<file path="src/hdl/ar_pkg.sv">
package ar_pkg;

    localparam int NARROW_W   = 16;
    localparam int WIDE_W     = 24;
    localparam int STORE_W    = 32;
    localparam int IMM_W      = 7;
    localparam int STACK_STEP = 4;

    localparam int FLAG_C = 0;
    localparam int FLAG_V = 1;
    localparam int FLAG_Z = 2;
    localparam int FLAG_N = 3;

    localparam logic [23:0] SP_RESET    = 24'h000000;
    localparam logic [3:0]  FLAGS_RESET = 4'h0;
    localparam logic [23:0] STEP_24     = 24'h000004;

    typedef enum logic [3:0] {
        AR_OP_ADD   = 4'h0,
        AR_OP_ADD_A = 4'h1,
        AR_OP_ADC   = 4'h2,
        AR_OP_SUB   = 4'h3,
        AR_OP_SUB_A = 4'h4,
        AR_OP_SBC   = 4'h5,
        AR_OP_CMP   = 4'h6,
        AR_OP_CMP_A = 4'h7,
        AR_OP_CMC   = 4'h8,
        AR_OP_STORE = 4'h9,
        AR_OP_LD_SP = 4'ha
    } ar_op_type;

    typedef enum logic [1:0] {
        AR_SRC_REG  = 2'h0,
        AR_SRC_UIMM = 2'h1,
        AR_SRC_SIMM = 2'h2
    } ar_src_type;

    typedef enum logic [0:0] {
        AR_DST_REG = 1'h0,
        AR_DST_SP  = 1'h1
    } ar_dst_type;

    typedef enum logic [1:0] {
        AR_COND_ALWAYS = 2'h0,
        AR_COND_C      = 2'h1,
        AR_COND_NC     = 2'h2
    } ar_cond_type;

    typedef enum logic [1:0] {
        AR_STK_PLAIN    = 2'h0,
        AR_STK_POST_INC = 2'h1,
        AR_STK_POST_DEC = 2'h2,
        AR_STK_PRE_DEC  = 2'h3
    } ar_stk_type;

    typedef struct packed {
        logic [23:0] sp;
        logic [3:0]  flags;
        logic        done;
        logic        skipped;
        logic        err;
        logic        wr_en;
        logic [23:0] wr_data;
        logic        st_valid;
        logic [23:0] st_addr;
        logic [31:0] st_data;
    } ar_state_type;

    localparam ar_state_type STATE_RESET = '{
        sp:       SP_RESET,
        flags:    FLAGS_RESET,
        done:     1'b0,
        skipped:  1'b0,
        err:      1'b0,
        wr_en:    1'b0,
        wr_data:  24'h000000,
        st_valid: 1'b0,
        st_addr:  24'h000000,
        st_data:  32'h00000000
    };

endpackage : ar_pkg

</file>
<file path="src/hdl/ar_alu_if.sv">
`timescale 1ns/10ps
interface ar_alu_if;
    logic [23:0] a;
    logic [23:0] b;
    logic        cin;
    logic        sub;
    logic        wide;
    logic [23:0] res;
    logic [3:0]  flags;

    modport alu (
        input  a,
        input  b,
        input  cin,
        input  sub,
        input  wide,
        output res,
        output flags
    );

    modport user (
        output a,
        output b,
        output cin,
        output sub,
        output wide,
        input  res,
        input  flags
    );
endinterface : ar_alu_if

</file>
<file path="src/hdl/ar_alu.sv">
`timescale 1ns/10ps
module ar_alu
    import ar_pkg::*;
(
    ar_alu_if.alu p
);
    logic [23:0] a_m;
    logic [23:0] b_m;
    logic [24:0] full;
    logic        msb_a;
    logic        msb_b;
    logic        msb_r;

    // narrow operations see only the low 16 bits
    assign a_m = p.wide ? p.a : {8'h00, p.a[15:0]};
    assign b_m = p.wide ? p.b : {8'h00, p.b[15:0]};

    // carry in acts as borrow when subtracting
    assign full = p.sub
        ? ({1'b0, a_m} - {1'b0, b_m} - {24'h000000, p.cin})
        : ({1'b0, a_m} + {1'b0, b_m} + {24'h000000, p.cin});

    assign msb_a = p.wide ? a_m[WIDE_W-1] : a_m[NARROW_W-1];
    assign msb_b = p.wide ? b_m[WIDE_W-1] : b_m[NARROW_W-1];
    assign msb_r = p.wide ? full[WIDE_W-1] : full[NARROW_W-1];

    assign p.res = p.wide ? full[23:0] : {8'h00, full[15:0]};

    // flags taken at operation width
    assign p.flags[FLAG_N] = msb_r;
    assign p.flags[FLAG_Z] = p.wide ? (full[23:0] == 24'h000000)
                                    : (full[15:0] == 16'h0000);
    assign p.flags[FLAG_V] = p.sub ? ((msb_a != msb_b) && (msb_r != msb_a))
                                   : ((msb_a == msb_b) && (msb_r != msb_a));
    assign p.flags[FLAG_C] = p.wide ? full[WIDE_W] : full[NARROW_W];
endmodule : ar_alu

</file>
<file path="src/hdl/ar_datapath.sv">
`timescale 1ns/10ps
// Behaviour
// - stack store: post-inc, post-dec, pre-dec
// - add: two registers, 16-bit sum
// - /c runs on C=1, /nc on C=0, register-register forms only
// - add accepts unsigned short immediate, 16-bit
// - wide add: two registers, 24-bit
// - wide add register into stack pointer
// - wide add immediate to register or SP
// - add with carry, two registers, 16-bit
// - add with carry, immediate form
// - subtract register or immediate, 16-bit
// - wide subtract register or immediate
// - wide subtract from stack pointer
// - subtract with borrow, registers, 16-bit
// - subtract with borrow, immediate form
// - compare registers, no destination write
// - compare with sign-extended short immediate
// - wide compare, register or immediate
// - compare with carry as borrow
// - unsigned immediates zero-extended to width
// - stack store zero-extends to 32 bits
module ar_datapath
    import ar_pkg::*;
#(
    parameter int STEP = STACK_STEP
)
(
    input  wire logic        clk_sys,
    input  wire logic        rst,
    input  wire logic        ce,
    input  wire logic        op_valid,
    output logic             op_ready,
    input  wire ar_op_type   op_code,
    input  wire ar_src_type  op_src,
    input  wire ar_dst_type  op_dst,
    input  wire ar_cond_type op_cond,
    input  wire ar_stk_type  op_stk,
    input  wire logic [23:0] rd_data,
    input  wire logic [23:0] rs_data,
    input  wire logic [6:0]  op_imm,
    output logic             res_done,
    output logic             res_skipped,
    output logic             res_error,
    output logic             rd_wr_en,
    output logic [23:0]      rd_wr_data,
    output logic [23:0]      sp_value,
    output logic [3:0]       flags,
    output logic             st_valid,
    output logic [23:0]      st_addr,
    output logic [31:0]      st_data
);

    // refuse settings the datapath cannot serve
    if (STEP < 1 || STEP > 255) begin : g_bad_step
        $error("ar_datapath: STEP out of range");
    end
    if (NARROW_W != 16 || WIDE_W != 24) begin : g_bad_width
        $error("ar_datapath: operand widths must be 16 and 24");
    end
    if (STORE_W != 32 || IMM_W != 7) begin : g_bad_imm
        $error("ar_datapath: store or immediate width unsupported");
    end

    localparam logic [23:0] STEP_V = STEP[23:0];

    function automatic logic is_wide(input ar_op_type op);
        return op == AR_OP_ADD_A || op == AR_OP_SUB_A || op == AR_OP_CMP_A;
    endfunction : is_wide

    function automatic logic is_sub(input ar_op_type op);
        return op == AR_OP_SUB || op == AR_OP_SUB_A || op == AR_OP_SBC
            || op == AR_OP_CMP || op == AR_OP_CMP_A || op == AR_OP_CMC;
    endfunction : is_sub

    function automatic logic is_cmp(input ar_op_type op);
        return op == AR_OP_CMP || op == AR_OP_CMP_A || op == AR_OP_CMC;
    endfunction : is_cmp

    function automatic logic uses_carry(input ar_op_type op);
        return op == AR_OP_ADC || op == AR_OP_SBC || op == AR_OP_CMC;
    endfunction : uses_carry

    function automatic logic is_arith(input ar_op_type op);
        return op != AR_OP_STORE && op != AR_OP_LD_SP;
    endfunction : is_arith

    // carry test of the carry-true and carry-false forms
    function automatic logic cond_met(
        input ar_cond_type cond,
        input logic        carry
    );
        unique case (cond)
            AR_COND_ALWAYS: return 1'b1;
            AR_COND_C:      return carry;
            AR_COND_NC:     return ~carry;
            default:        return 1'b1;
        endcase
    endfunction : cond_met

    // only wide add/sub may target the stack pointer
    function automatic logic dst_allowed(
        input ar_op_type  op,
        input ar_dst_type dst
    );
        return dst == AR_DST_REG || op == AR_OP_ADD_A || op == AR_OP_SUB_A;
    endfunction : dst_allowed

    // a pre-decrement store writes below the old pointer
    function automatic logic [23:0] stack_addr(
        input ar_stk_type  mode,
        input logic [23:0] sp
    );
        return (mode == AR_STK_PRE_DEC) ? sp - STEP_V : sp;
    endfunction : stack_addr

    // stack pointer after a store in each mode
    function automatic logic [23:0] stack_next(
        input ar_stk_type  mode,
        input logic [23:0] sp
    );
        logic [23:0] nsp;
        nsp = sp;
        unique case (mode)
            AR_STK_PLAIN:    nsp = sp;
            AR_STK_POST_INC: nsp = sp + STEP_V;
            AR_STK_POST_DEC: nsp = sp - STEP_V;
            AR_STK_PRE_DEC:  nsp = sp - STEP_V;
        endcase
        return nsp;
    endfunction : stack_next

    ar_state_type cur;
    ar_state_type next_cur;
    ar_alu_if     alu_bus ();
    logic [23:0]  opnd_b;
    logic [23:0]  opnd_a;
    logic [23:0]  imm_zx;
    logic [23:0]  imm_sx;
    logic         cond_ok;
    logic         dst_ok;

    ar_alu u_alu (
        .p (alu_bus)
    );

    // immediate extension
    assign imm_zx = {17'h00000, op_imm};
    assign imm_sx = {{17{op_imm[IMM_W-1]}}, op_imm};

    always_comb begin
        unique case (op_src)
            AR_SRC_REG:  opnd_b = rs_data;
            AR_SRC_UIMM: opnd_b = imm_zx;
            AR_SRC_SIMM: opnd_b = imm_sx;
            default:     opnd_b = rs_data;
        endcase
    end

    // stack pointer as left operand for wide add/sub
    assign opnd_a = (op_dst == AR_DST_SP) ? cur.sp : rd_data;

    assign alu_bus.a    = opnd_a;
    assign alu_bus.b    = opnd_b;
    assign alu_bus.sub  = is_sub(op_code);
    assign alu_bus.wide = is_wide(op_code);
    assign alu_bus.cin  = uses_carry(op_code)
                        & cur.flags[FLAG_C];

    // condition only on register-register forms
    always_comb begin
        cond_ok = 1'b1;
        if (op_src == AR_SRC_REG && op_dst == AR_DST_REG
                && is_arith(op_code)) begin
            cond_ok = cond_met(op_cond, cur.flags[FLAG_C]);
        end
    end

    assign dst_ok = dst_allowed(op_code, op_dst);

    assign op_ready = ce;

    always_comb begin
        next_cur          = cur;
        next_cur.done     = 1'b0;
        next_cur.skipped  = 1'b0;
        next_cur.err      = 1'b0;
        next_cur.wr_en    = 1'b0;
        next_cur.st_valid = 1'b0;
        if (op_valid) begin
            next_cur.done = 1'b1;
            if (!cond_ok) begin
                next_cur.skipped = 1'b1;
            end else begin
                unique case (op_code)
                    AR_OP_STORE: begin
                        next_cur.st_valid = 1'b1;
                        next_cur.st_data  = {8'h00, rs_data};
                        next_cur.st_addr  = stack_addr(op_stk, cur.sp);
                        next_cur.sp = stack_next(op_stk, cur.sp);
                    end
                    AR_OP_LD_SP: begin
                        if (op_src == AR_SRC_REG) begin
                            next_cur.sp = rs_data;
                        end else begin
                            next_cur.sp = imm_zx;
                        end
                    end
                    AR_OP_ADD, AR_OP_ADC, AR_OP_SUB, AR_OP_SBC,
                    AR_OP_ADD_A, AR_OP_SUB_A,
                    AR_OP_CMP, AR_OP_CMP_A, AR_OP_CMC: begin
                        if (!dst_ok) begin
                            next_cur.err = 1'b1;
                        end else begin
                            next_cur.flags = alu_bus.flags;
                            if (is_cmp(op_code)) begin
                                next_cur.wr_en = 1'b0;
                            end else if (op_dst == AR_DST_SP) begin
                                next_cur.sp = alu_bus.res;
                            end else begin
                                next_cur.wr_en   = 1'b1;
                                next_cur.wr_data = alu_bus.res;
                            end
                        end
                    end
                    default: begin
                        next_cur.err = 1'b1;
                    end
                endcase
            end
        end
    end

    always_ff @(posedge clk_sys or posedge rst) begin
        if (rst) begin
            cur <= STATE_RESET;
        end else if (ce) begin
            cur <= next_cur;
        end
    end

    assign res_done    = cur.done;
    assign res_skipped = cur.skipped;
    assign res_error   = cur.err;
    assign rd_wr_en    = cur.wr_en;
    assign rd_wr_data  = cur.wr_data;
    assign sp_value    = cur.sp;
    assign flags       = cur.flags;
    assign st_valid    = cur.st_valid;
    assign st_addr     = cur.st_addr;
    assign st_data     = cur.st_data;

endmodule : ar_datapath

</file>
<file path="config.mk">
export PLATFORM = sky130hd
export DESIGN_NAME = ar_datapath
export DESIGN_NICKNAME = d
export VERILOG_FILES = /design/src/hdl/ar_pkg.sv /design/src/hdl/ar_alu_if.sv /design/src/hdl/ar_alu.sv /design/src/hdl/ar_datapath.sv
export SDC_FILE = /design/constraint.sdc
export NUM_CORES = 1
export LEC_CHECK = 0
export BUFFER_PORTS_ARGS = -buffer_cell sky130_fd_sc_hd__buf_2
export CORE_ASPECT_RATIO = 0.7
export CORE_UTILIZATION = 55
export CTS_BUF_LIST = sky130_fd_sc_hd__clkbuf_4
export DETAILED_ROUTE_END_ITERATION = 10
export PLACE_DENSITY_LB_ADDON = 0.05
export SETUP_SLACK_MARGIN = 0.5
export SLEW_MARGIN = 20
export SYNTH_ARGS = -nofsm -noshare
export SYNTH_HDL_FRONTEND = slang
export SYNTH_SLANG_ARGS = --single-unit
export TNS_END_PERCENT = 5
</file>
<file path="constraint.sdc">
create_clock -name clk_sys -period 5.6 [get_ports clk_sys]
set_clock_uncertainty 0.15 [all_clocks]
set_input_delay 0.56 -clock clk_sys [delete_from_list [all_inputs] [get_ports clk_sys]]
set_output_delay 0.56 -clock clk_sys [all_outputs]
set_load 0.01 [all_outputs]
</file>
==> results.txt <==
status: complete, no violations
Synth area leader: dfrtp_1
flops & latches, synth: 105
synth unique cells: 83
Pre-antenna DRT Iters: 5
number of enable flip-flop cells after synthesis: 0
# IOs: 184
Pwr Density: 368 nW/µm²
H-Tree Depth: 3
number of max-cap violations: 0
sw frac: 49.1%
count of final max-slew check failures: 0
Post-CTS Setup Bufs: 0
synth top area cells: dfrtp_1 (28%), ha_1 (9.7%), nand2_1 (7.2%), o21ai_0 (5.1%), xnor2_1 (4.2%)
logic gate share of total power: 58.6%
initial antenna violation count: 0
Max Fclk: 207 MHz
slew margin rel.: 40.3%
post-cts sizing count: 0
Setup-failing EPs final: 0
syn avg cell area: 7.84 µm²
Cell Count, Final, Fillers Out: 1583
floorplan row count: 39
CP max FO: 10
Clk pwr share: 10.2%
largest net degree at the start of global routing: 65
layout cell share with drive strength beyond 1: 19.9%
clk_lat worst skew: 0.50 ns
VDD IR-drop max: 0.164 mV
Hold Path Class: input port to asynchronous set/reset pin
final core occ: 64.3%
Int Pwr: 2.01 mW
P_leak: 5.12 nW
Reg2Reg Depth: 13
final WL: 30.2 mm
routed via count: 9520
gr ovfl total: 0
final worst setup slack: 0.776 ns
Placed Cells incl. Taps: 1566
global placement routability congestion: 0.995
CP startpoint: op_src[1]
Psw: 1.93 mW
DP Wirelength: 24.0 mm
unrepaired setup endpoints after global routing: false
endpoint type of the worst setup path: flip-flop
routed length per instance: 19.1 µm
CTS clock-pin slew for the worst setup and hold paths: 0.18 ns
area of the die: 17800 µm²
CTS buffer count: 9
Async SR Flop Fraction: 100%
setup_tns: 0 ns
clk root buf: clkbuf_4
worst r2r dst: flags[2]
TritonCTS clock tree: yes
Syn-to-layout area delta: 12.4%
chip height: 112 µm
Vias/cell: 6.01
layout filler cell count: 1543
Required @ worst endpoint: 5.90 ns
fin nets: 1500
DRT iter0 DRCs: 928
core area: 16600 µm²
reg2reg start: sp_value[8]
final hold violation count: 0
Area after DPL: 10600 µm²
Initial Utilization: 57.2%
port buffer count: 175
Hold-fix buffers, CTS: 0
Max clock buf depth: 2
fin crit period: 4.82 ns
CTS sink count: 105
Worst Max-Slew Pin Slew: 0.890 ns
YS warnings: 0
area fraction of the dominant cell type after synthesis: 27.6%
Horiz. Die Dim: 159 µm
Routed Antenna Nets: 0
vias in the first global route: 8611
Setup crit start kind: input port
CP Class: input port to flip-flop
crit share post-route: 86.1%
Gate Count Post-Synth: 1214
R2R setup slack: 0.99 ns
Main synth FF type: dfrtp_1
Sequential Power Share: 31.2%
fin area: 10700 µm²
post-synthesis sequential area ratio: 27.6%
Setup WS pre-CTS: 0.296 ns
Mapped Area: 9520 µm²
Crit path arrival time: 5.13 ns
drc violations: 0
first-pass GRT wire length: 47.9 mm
Overall Global Routing Usage: 34.2%
[power by group through the flow]
stage	combinational [mW]	sequential, mW	clock [mW]
after floorplan	1.54	1.20	0
after global placement	2.25	1.23	0
after detailed placement	2.27	1.24	0
after CTS	2.28	1.22	0.412
after global routing	2.54	1.25	0.436
final	2.31	1.23	0.404
[cell type report]
| type | instances | area, µm² | share of cell area [%] |
|---|---|---|---|
| multi-input cells | 952 | 6290 | 58.8 |
| clock inverters | 6 | 56.3 | 0.526 |
| well taps | 225 | 282 | 2.63 |
| clock buffers | 10 | 75.1 | 0.702 |
| flip-flops and latches | 105 | 2630 | 24.6 |
| inverters | 89 | 337 | 3.15 |
| repair buffers | 195 | 1030 | 9.59 |
| diodes | 1 | 2.50 | 0.0234 |
[per-stage QoR]
step	hold slack, ns	total power, mW
after floorplan	0.363	2.74
after global placement	0.304	3.49
after detailed placement	0.307	3.50
after CTS	0.0691	3.91
after global routing	0.109	4.23
final	0.0529	3.94
[Yosys cell counts, drive strengths merged, types with 10 or more instances]
cell type and n:
inv 89, nor2b 12, clkbuf 56, buf 19, nor2 104, nand4 11
mux2i 21, xnor2 46, a31oi 10, o21ai 101, nor3 29, o21a 18
mux2 30, nand3 18, nand2 182, o22ai 17, a21oi 61, a221oi 13
o211ai 13, and2 14, ha 74, dfrtp 105, a21o 14, xor2 23
[layout by cell type, fill, tap and decap left out, drive strengths merged, types with 13 or more instances in the layout]
cell type  synthesis  layout
and2              14      14
xnor2             46      46
xor2              23      23
mux2i             21      21
dfrtp            105     105
buf               19     195
nand2            182     182
mux2              30      30
a21o              14      14
a221oi            13      13
nand3             18      18
nor3              29      29
o21a              18      18
ha                74      74
nor2             104     104
o211ai            13      13
o21ai            101     101
o22ai             17      17
inv               89      93
a21oi             61      61
[cell families after synthesis]
group                      synth area share, %
other                                   0.0394
xor gates and xnor gates                  6.35
DFF                                       27.6
AOI/OAI and AO/OA                         21.8
muxes                                     5.80
adders and majority gates                 10.6
and+or+nand+nor                           21.0
buffers and inverters                     6.87
[flip-flops by register name (all words and copies together) (netlist names)]
name         cells
rd_wr_data      24
st_data         24
res_done         1
st_addr         24
st_valid         1
res_skipped      1
res_error        1
sp_value        24
rd_wr_en         1
flags            4
[worst max path at each step]
stage | end | slack [ns] | depth (start not counted)
2_1_floorplan | flags[2] | 0.56 | 16
3_3_place_gp | flags[2] | 0.44 | 18
3_5_place_dp | flags[2] | 0.30 | 18
4_1_cts | flags[2] | 0.78 | 18
5_1_grt | flags[2] | 0.51 | 18
6_report | flags[2] | 0.78 | 18
[per-layer routing]
metal / wire length (µm) / GRT usage (%)
met1: 13800 / 50.5
met2: 13100 / 51.6
met3: 2510 / 5.65
met4: 737 / 9.74
met5: 0 / 0
[worst max-delay path, stage by stage]
cell	delay [ns]
buf_2	0.10
inv_1	0.06
ha_1	0.36
a21boi_1	0.25
buf_4	0.21
nor2_1	0.08
ha_1	0.38
ha_1	0.42
and4_4	0.24
a221o_1	0.33
a31oi_2	0.27
nand2_1	0.16
a311oi_2	0.33
xor2_1	0.23
mux2i_1	0.16
or4_1	0.56
nor4_2	0.23
a22o_1	0.19
(Power assumes the default switching activity.)
